[config.mk]
export PLATFORM = sky130hd
export DESIGN_NAME = hpha_top
export DESIGN_NICKNAME = d
export VERILOG_FILES = /design/src/hpha_pkg.sv /design/src/hpha_irq.sv /design/src/hpha_ser.sv /design/src/hpha_top.sv
export SDC_FILE = /design/constraint.sdc
export NUM_CORES = 1
export LEC_CHECK = 0
export BUFFER_PORTS_ARGS = -buffer_cell sky130_fd_sc_hd__clkbuf_2
export CAP_MARGIN = 20
export CORE_MARGIN = 3
export CORE_UTILIZATION = 35
export CTS_BUF_LIST = sky130_fd_sc_hd__clkbuf_16
export DETAILED_ROUTE_END_ITERATION = 12
export GPL_TIMING_DRIVEN = 0
export PLACE_DENSITY_LB_ADDON = 0.12
export SKIP_CTS_REPAIR_TIMING = 1
export SLEW_MARGIN = 20
export SYNTH_ARGS = -nofsm -noshare
export SYNTH_HDL_FRONTEND = slang
export SYNTH_SLANG_ARGS = --single-unit
[constraint.sdc]
create_clock -name clk_sys -period 3.95 [get_ports clk_sys]
set_input_delay 0.395 -clock clk_sys [delete_from_list [all_inputs] [get_ports clk_sys]]
set_output_delay 0.395 -clock clk_sys [all_outputs]
set_load 0.02 [all_outputs]
[src/hpha_pkg.sv]
package hpha_pkg;
    // ----------------------------------------
    // bus modes and constants
    // ----------------------------------------
    localparam int HPHA_NSRC = 8;
    localparam logic HPHA_STYLE_STROBE = 1'b0;
    localparam logic HPHA_STYLE_RWEN = 1'b1;
    localparam logic [1:0] HPHA_MODE_PAR = 2'h0;
    localparam logic [1:0] HPHA_MODE_SER = 2'h1;
    localparam logic [3:0] HPHA_WAIT_CYC = 4'h2;
    localparam logic [3:0] HPHA_ACC_CYC = 4'h1;
    localparam logic [7:0] HPHA_ADDR_RST = 8'h00;

    // strobes from the host, already sampled
    typedef struct packed {
        logic cs_n;
        logic rd;
        logic wr;
        logic ale;
        logic sclk;
        logic sdi;
        logic [7:0] ad;
    } hpha_bus_t;

    // open-drain / tristate pin pair, output side
    typedef struct packed {
        logic o;
        logic oe;
    } hpha_pin_t;

    typedef enum logic [1:0] {
        HPHA_IDLE = 2'b00,
        HPHA_WAIT = 2'b01,
        HPHA_DONE = 2'b11,
        HPHA_HOLD = 2'b10
    } hpha_state_t;
endpackage

[src/hpha_irq.sv]
module hpha_irq
    import hpha_pkg::*;
#(
    parameter int NSRC = HPHA_NSRC
)
(
    // clock and reset
    input wire logic clk_sys,
    input wire logic resetn,
    // sources
    input wire logic [NSRC-1:0] src_event,
    input wire logic [NSRC-1:0] src_enable,
    input wire logic [NSRC-1:0] src_clear,
    // status
    output logic [NSRC-1:0] pending,
    output logic irq_active
);
    // ----------------------------------------
    // sticky pending, set wins over clear
    // ----------------------------------------
    genvar g;
    generate
        for (g = 0; g < NSRC; g++)
        begin : g_src
            always_ff @(posedge clk_sys)
            begin
                if (!resetn)
                    pending[g] <= 1'b0;
                else if (src_event[g])
                    pending[g] <= 1'b1;
                else if (src_clear[g])
                    pending[g] <= 1'b0;
            end
        end
    endgenerate

    always_ff @(posedge clk_sys)
    begin
        if (!resetn)
            irq_active <= 1'b0;
        else
            irq_active <= |(pending & src_enable);
    end
endmodule

[src/hpha_ser.sv]
module hpha_ser
    import hpha_pkg::*;
(
    // clock and reset
    input wire logic clk_sys,
    input wire logic resetn,
    // serial host pins
    input wire logic ser_en,
    input wire logic cs_n,
    input wire logic sclk,
    input wire logic sdi,
    input wire logic out_edge_sel,
    // read data to shift out
    input wire logic [7:0] rd_data,
    // pin drive
    output logic ser_o,
    output logic ser_oe
);
    // ----------------------------------------
    // serial shifter: bit0 r/w, 7 addr, 8 data
    // ----------------------------------------
    logic sclk_r;
    logic [4:0] cnt_r;
    logic is_read_r;
    logic [7:0] sh_r;
    logic rise;
    logic fall;
    logic upd;

    assign rise = sclk & ~sclk_r;
    assign fall = ~sclk & sclk_r;
    // update on the opposite edge so data is stable on the selected one
    assign upd = out_edge_sel ? fall : rise;

    always_ff @(posedge clk_sys)
    begin
        if (!resetn)
            sclk_r <= 1'b0;
        else
            sclk_r <= sclk;
    end

    always_ff @(posedge clk_sys)
    begin
        if (!resetn || cs_n || !ser_en)
        begin
            cnt_r <= 5'h00;
            is_read_r <= 1'b0;
        end
        else if (rise && cnt_r != 5'h10)
        begin
            cnt_r <= cnt_r + 5'h01;
            if (cnt_r == 5'h00)
                is_read_r <= sdi;
        end
    end

    always_ff @(posedge clk_sys)
    begin
        if (!resetn)
        begin
            sh_r <= 8'h00;
            ser_o <= 1'b0;
            ser_oe <= 1'b0;
        end
        else if (cs_n || !ser_en || !is_read_r)
        begin
            sh_r <= rd_data;
            ser_o <= 1'b0;
            ser_oe <= 1'b0;
        end
        else if (upd && cnt_r >= 5'h08)
        begin
            ser_o <= sh_r[0];
            sh_r <= {1'b0, sh_r[7:1]};
            ser_oe <= 1'b1;
        end
    end
endmodule

[src/hpha_top.sv]
module hpha_top
    import hpha_pkg::*;
#(
    parameter int NSRC = HPHA_NSRC,
    parameter logic [3:0] WAIT_CYC = HPHA_WAIT_CYC,
    parameter logic [3:0] ACC_CYC = HPHA_ACC_CYC
)
(
    // clock and reset
    input wire logic clk_sys,
    input wire logic resetn,
    // mode straps
    input wire logic bus_style_sel,
    input wire logic [1:0] port_mode,
    input wire logic out_edge_sel,
    // host bus, sampled
    input wire hpha_pkg::hpha_bus_t host_bus,
    // interrupt sources and read data
    input wire logic [NSRC-1:0] src_event,
    input wire logic [NSRC-1:0] src_enable,
    input wire logic [NSRC-1:0] src_clear,
    input wire logic [7:0] rd_data,
    // register-side access
    output logic [7:0] acc_addr,
    output logic acc_rd,
    output logic acc_wr,
    // interrupt pin
    output logic irq_n_o,
    output logic irq_n_oe,
    // acknowledge / ready / serial pin
    output logic hs_o,
    output logic hs_oe
);
    import hpha_pkg::*;

    // ----------------------------------------
    // interrupt
    // ----------------------------------------
    logic irq_active;
    logic [NSRC-1:0] pending;

    hpha_irq #(.NSRC(NSRC)) u_irq (
        .clk_sys(clk_sys),
        .resetn(resetn),
        .src_event(src_event),
        .src_enable(src_enable),
        .src_clear(src_clear),
        .pending(pending),
        .irq_active(irq_active)
    );

    always_ff @(posedge clk_sys)
    begin
        if (!resetn)
        begin
            irq_n_o <= 1'b0;
            irq_n_oe <= 1'b0;
        end
        else
        begin
            irq_n_o <= 1'b0;
            irq_n_oe <= irq_active;
        end
    end

    // ----------------------------------------
    // serial port
    // ----------------------------------------
    logic ser_en;
    logic ser_o;
    logic ser_oe;

    assign ser_en = (port_mode == HPHA_MODE_SER);

    hpha_ser u_ser (
        .clk_sys(clk_sys),
        .resetn(resetn),
        .ser_en(ser_en),
        .cs_n(host_bus.cs_n),
        .sclk(host_bus.sclk),
        .sdi(host_bus.sdi),
        .out_edge_sel(out_edge_sel),
        .rd_data(rd_data),
        .ser_o(ser_o),
        .ser_oe(ser_oe)
    );

    // ----------------------------------------
    // address latch
    // ----------------------------------------
    logic ale_r;
    logic style_r;

    always_ff @(posedge clk_sys)
    begin
        if (!resetn)
            ale_r <= 1'b0;
        else
            ale_r <= host_bus.ale;
    end

    always_ff @(posedge clk_sys)
    begin
        if (!resetn)
            acc_addr <= HPHA_ADDR_RST;
        else if (!ser_en && ale_r && !host_bus.ale)
            acc_addr <= host_bus.ad;
    end

    always_ff @(posedge clk_sys)
    begin
        if (!resetn)
            style_r <= HPHA_STYLE_STROBE;
        else
            style_r <= bus_style_sel;
    end

    // ----------------------------------------
    // parallel handshake
    // ----------------------------------------
    hpha_state_t st_r;
    hpha_state_t st_nxt;
    logic [3:0] cnt_r;
    logic [3:0] cnt_nxt;
    logic prev_r;
    logic prev_nxt;
    logic is_wr;
    logic is_rd;
    logic par_go;

    assign is_wr = host_bus.wr;
    assign is_rd = host_bus.rd;
    assign par_go = !ser_en && !host_bus.cs_n && (is_wr || is_rd);

    always_comb
    begin
        st_nxt = st_r;
        cnt_nxt = cnt_r;
        prev_nxt = prev_r;
        case (st_r)
            HPHA_IDLE:
            begin
                if (par_go)
                begin
                    st_nxt = HPHA_WAIT;
                    if (style_r == HPHA_STYLE_STROBE)
                        cnt_nxt = (is_wr && prev_r) ? WAIT_CYC : 4'h0;
                    else
                        cnt_nxt = ACC_CYC;
                end
                else if (host_bus.cs_n)
                    prev_nxt = 1'b0;
            end
            HPHA_WAIT:
            begin
                if (host_bus.cs_n)
                    st_nxt = HPHA_IDLE;
                else if (cnt_r == 4'h0)
                    st_nxt = HPHA_DONE;
                else
                    cnt_nxt = cnt_r - 4'h1;
            end
            HPHA_DONE:
            begin
                st_nxt = HPHA_HOLD;
                prev_nxt = 1'b1;
            end
            HPHA_HOLD:
            begin
                if (host_bus.cs_n || !(is_wr || is_rd))
                    st_nxt = HPHA_IDLE;
            end
            default:
                st_nxt = HPHA_IDLE;
        endcase
    end

    always_ff @(posedge clk_sys)
    begin
        if (!resetn)
        begin
            st_r <= HPHA_IDLE;
            cnt_r <= 4'h0;
            prev_r <= 1'b0;
        end
        else
        begin
            st_r <= st_nxt;
            cnt_r <= cnt_nxt;
            prev_r <= prev_nxt;
        end
    end

    always_ff @(posedge clk_sys)
    begin
        if (!resetn)
        begin
            acc_rd <= 1'b0;
            acc_wr <= 1'b0;
        end
        else
        begin
            acc_rd <= (st_nxt == HPHA_DONE) && is_rd;
            acc_wr <= (st_nxt == HPHA_DONE) && is_wr;
        end
    end

    // ----------------------------------------
    // shared pin drive
    // ----------------------------------------
    logic done_nxt;
    logic busy_nxt;

    assign done_nxt = (st_nxt == HPHA_DONE) || (st_nxt == HPHA_HOLD);
    assign busy_nxt = (st_nxt == HPHA_WAIT);

    always_ff @(posedge clk_sys)
    begin
        if (!resetn)
        begin
            hs_o <= 1'b0;
            hs_oe <= 1'b0;
        end
        else if (ser_en)
        begin
            hs_o <= ser_o;
            hs_oe <= ser_oe;
        end
        else if (style_r == HPHA_STYLE_STROBE)
        begin
            hs_o <= ~done_nxt;
            hs_oe <= busy_nxt || done_nxt;
        end
        else
        begin
            hs_o <= done_nxt;
            hs_oe <= busy_nxt || done_nxt;
        end
    end
endmodule

# ---- Word level (Yosys, flattened, before mapping)
# Cells that the tools add are included.
dict set report classes {
  addsub 2
  magnitude_cmp 1
  eq_ne 13
  mux 36
  bitwise 7
  n_reduce_logical 42
}
# cell count
set ops {}
lappend ops {{2-to-1 mux 1 bit} 22}
lappend ops {{nonzero test 2 bit} 11}
lappend ops {{2-to-1 mux 8 bit} 2}
lappend ops {{2-to-1 mux 2 bit} 6}
lappend ops {{2-to-1 mux 4 bit} 3}
lappend ops {{inequality test 2 bit (second input constant)} 5}
lappend ops {{logical AND 1 bit} 9}
lappend ops {{bitwise AND 8 bit} 1}
lappend ops {{equality test 2 bit (second input constant)} 4}
lappend ops {{logical OR 1 bit} 8}
lappend ops {{case mux 2 bit (4 select lines)} 1}
lappend ops {{case mux 4 bit (2 select lines)} 1}
lappend ops {{OR reduction 8 bit} 1}
lappend ops {{equality test 2 x 1 -> 1 bit (second input constant)} 3}
lappend ops {{logical NOT 1 bit} 6}
lappend ops {{adder 5 x 1 -> 5 bit (second input constant)} 1}
lappend ops {{>= comparator 5 x 4 -> 1 bit (second input constant)} 1}
lappend ops {{logical NOT 5 bit} 1}
lappend ops {{inequality test 5 bit (second input constant)} 1}
lappend ops {{logical NOT 4 bit} 1}
lappend ops {{inverter 1 bit} 4}
lappend ops {{AND reduction 4 bit} 1}
lappend ops {{subtractor 4 x 1 -> 4 bit (second input constant)} 1}
lappend ops {{AND reduction 3 bit} 1}
lappend ops {{other kinds (5)} 6}
dict set report word_totals {
  regBits 48
  input_bits 52
}

# ---- Depth between registers and ports, before layout
dict set report logic_depth {
  word_depth 11
  ltp_mapped 6
}

# ---- By module
# A second synthesis with hierarchy kept.
dict set report unflattened {
  cells_unflattened 210
  area_unflattened_um2 2114.5
}
# mod instances cells_each area_each_um2 seq_area_each_um2
set modules_own_cells {}
lappend modules_own_cells {hpha_top 1 98 970.9 440.4}
lappend modules_own_cells {hpha_ser 1 80 777.0 340.3}
lappend modules_own_cells {hpha_irq 1 32 366.6 180.2}

# ---- Worst setup path before layout
# No wires, ideal clock.
dict set report synth_timing {
  path_type {register to register}
  from {register cnt_r[0]}
  to {register cnt_r[3]}
  setup_time_ps 70
  t_arrival_ps 1634
  slack_ps 2246
  path_stages_with_launch 7
  n_path_buf 0
  synth_period_minus_slack_ps 1704
  cell_sequence {dfxtp_1 > inv_1 > ha_1 > nor4bb_1 > or3_4 > or4_1 > a21boi_1}
}
dict set report synth_between {
  elab_chain_cells 4
}
# item line
set synth_rtl {}
lappend synth_rtl {{from (decl)} hpha_top.sv:123} ;# logic [3:0] cnt_r;
lappend synth_rtl {{from (signal assigned)} hpha_top.sv:189} ;# cnt_r <= cnt_nxt;
lappend synth_rtl {{subtractor 4 x 1 -> 4 bit} hpha_top.sv:161} ;# cnt_nxt = cnt_r - 4'h1;
lappend synth_rtl {{2-to-1 mux 4 bit} hpha_top.sv:158} ;# else if (cnt_r == 4'h0)
lappend synth_rtl {{2-to-1 mux 4 bit} hpha_top.sv:156} ;# if (host_bus.cs_n)
lappend synth_rtl {{case mux 4 bit (2 select lines)} hpha_top.sv:140} ;# case (st_r)
# Several ways; a longest one is shown, not always the timed one. The select of a mux whose other input is x is not followed.
# A chain may end at the register's enable or synchronous reset.

# ---- Worst setup path after layout
# Same ends and word-level chain as after synthesis.

==> run metrics <==
Slew Viols, Final=0; Die Y=82.1 um; Mapped Cells=220; area occupied by multi-input gates=946 um2; post-synthesis register bit count=48; skew final=0.00312 ns; CTS Sinks=48; drt first-iter violations=102; status=complete, no violations; Initial Util=36.6%; vias per std cell=4.78; maximum VDD drop=0.000195 V; sw frac=24.1%; H-tree depth=2; Root Driver=clkbuf_16; number of remaining DRC errors=0; power share of the sequential group=49.4%; RSZ-0062 raised after global routing=false; critical path type=register to register; R2R cell count=6; die width=82.1 um; die area=0.00674 mm2; fmax=546 MHz; CP required=4.17 ns; Routed WL=4360 um; # fillers=560; Synth top area share=47.4%; Period Utilization, post-route=46.4%; via count=1732; syn nets=276; crit end category=register; Top-Level Pins=66; CP Launch Type=register; final hold viol count=0; DRT Pass-1 Iters=4; top-count cell post-synth=dfxtp_1; synth top area cells=dfxtp_1, mux2i_1, a21oi_1; FF/Latch Area=961 um2; share of cells above drive strength 1=27.2%; met3 usage=5.10%; shortest period the worst path allows=1.83 ns; CTS tree=yes; commonest register cell after synthesis=dfxtp_1; Final nets=345; Hold Slack=0.313 ns; Clk Latency, worst-skew pair=0.28 ns; diodes inserted=0; crit-path max FO=5; clock-pin transition on the worst setup and hold timing paths=0.07 ns; worst-case headroom to the max-slew limit=54.3%; Critical Path AT=2.05 ns; cell-internal power=0.795 mW; Distinct cells, synth=48; Synth top cells by count=dfxtp_1, nor2_1, a21oi_1; RR Startpoint=cnt_r[0]$_SDFFE_PN0P_; Hold Path Stages=3; Pwr Density=407 mW/mm2; Yosys warnings=0; Mapped Avg Cell Area=9.21 um2; Congestion Overflow GR=0; Leak=1.20 nW; Detailed Place HPWL=3260 um; number of global-route vias before repair=1703; Worst Hold Launch=src_event[6]; largest area contributor in the netlist=dfxtp_1; WL/cell=12.0 um; logic gate share of total power=10.9%; post-synthesis cell area=0.00203 mm2; clock network power share=39.7%; initial antenna violation count=0; final cell count without fillers=362; CTS Buffer Depth=2; GRT Max-Usage Layer=met2; number of enable flip-flop cells after synthesis=0; CTS buffer count=5; worst-margin pin slew=0.684 ns; asr flop ratio synth=0%; met1 GRT Util=18.3%; Max Cap Violations=0; class of the tightest hold or removal check=input port to register; P_sw=0.252 mW; Final ANT Viol Nets=0; Hold Path Sink=u_irq.pending[6]$_SDFFE_PN0P_; GRT Total Usage=14.6%; number of I/O port buffers=62; first-pass GRT wire length=7490 um; sequential-to-total area share from yosys stat=47.4%; largest net degree at the start of global routing=16; met2 Track Usage GR=22.7%; Area Overhead vs Synth=26.9%; Placed Instances=354; GP Congestion=0.759; R2R Path End=cnt_r[3]$_SDFFE_PN0P_; floorplan row count=27; FF-to-FF setup slack=2.12 ns; setup TNS=0 ns; # setup viols final=0; Core Area=0.00554 mm2
==> state kept, by name (all words and copies together) (netlist names) <==
name	flops
u_irq.irq_active	1
style_r	1
u_ser.cnt_r	5
hs_o	1
acc_rd	1
u_ser.ser_oe	1
cnt_r	4
st_r	2
irq_n_oe	1
prev_r	1
u_irq.pending	8
u_ser.is_read_r	1
u_ser.sclk_r	1
hs_oe	1
u_ser.sh_r	8
ale_r	1
acc_wr	1
acc_addr	8
u_ser.ser_o	1
==> stage by stage <==
| step | util (%) | power [mW] | instance area [um2] | worst slack, ns |
|---|---|---|---|---|
| floorplan | - | 0.597 | 2030 | 2.25 |
| global placement | 43.8 | 0.642 | 2430 | 1.92 |
| detailed placement | 43.8 | 0.643 | 2430 | 1.89 |
| CTS | 46.4 | 1.06 | 2570 | 2.12 |
| global route | 46.4 | 1.10 | 2570 | 1.97 |
| finish | 46.4 | 1.05 | 2570 | 2.12 |
==> cells by family after synthesis <==
kind of cell	synth area share (%)
multiplexers	9.38
AND/OR/NAND/NOR	17.7
AO/OA/AOI/OAI	15.2
flip-flops	47.4
XOR/XNOR	1.73
other	0.185
adder cells (fa/ha/maj)	2.47
buffers and inverters	5.93
==> metal layers <==
metal	wire (um)	part of all wire [%]	vias to the layer above
met2	1830	42	57
met4	72	1.7	0
li1	-	-	900
met5	0	0	-
met3	389	8.9	7
met1	2060	47	768
==> worst max path at each step <==
stage | slack (ns) | end | startpoint | depth (start not counted)
detailed placement | 1.89 | u_ser.sh_r[5]$_SDFFE_PN0P_ | port_mode[1] | 6
floorplan | 2.25 | cnt_r[3]$_SDFFE_PN0P_ | cnt_r[0]$_SDFFE_PN0P_ | 6
global route | 1.97 | cnt_r[3]$_SDFFE_PN0P_ | cnt_r[0]$_SDFFE_PN0P_ | 6
global placement | 1.92 | u_ser.sh_r[5]$_SDFFE_PN0P_ | port_mode[1] | 6
finish | 2.12 | cnt_r[3]$_SDFFE_PN0P_ | cnt_r[0]$_SDFFE_PN0P_ | 6
CTS | 2.12 | cnt_r[3]$_SDFFE_PN0P_ | cnt_r[0]$_SDFFE_PN0P_ | 6
==> cells in the final DEF, fill, tap and decap left out, types with 6 or more instances in the layout <==
master    synthesis  layout
a21oi_1          21      21
clkbuf_1          6       6
clkbuf_2          0      62
dfxtp_1          48      48
inv_1            17      17
mux2i_1          19      19
nor2_1           27      27
o21ai_0           7       7
==> power by group through the flow <==
stage | logic [mW] | registers (mW) | clock network, mW
after floorplan | 0.0657 | 0.531 | 0
after detailed placement | 0.115 | 0.528 | 0
after global routing | 0.131 | 0.520 | 0.448
final | 0.114 | 0.517 | 0.416
after CTS | 0.116 | 0.517 | 0.425
after global placement | 0.114 | 0.528 | 0
==> worst max-delay path: stages, from the launching register on <==
cell	delay [ns]
dfxtp_1	0.37
inv_1	0.08
ha_1	0.19
nor4bb_1	0.14
or3_4	0.36
or4_1	0.47
a21boi_1	0.14
==> cell type report <==
cell class	count	share of cell area [%]
Multi-Input combinational cell	144	36.8
Clock inverter	3	0.730
Inverter	17	2.48
Clock buffer	5	4.87
Buffer	11	2.19
Sequential cell	48	37.4
Timing Repair Buffer	62	12.1
Tap cell	72	3.50
No activity file was read; power rests on OpenSTA's default activity.
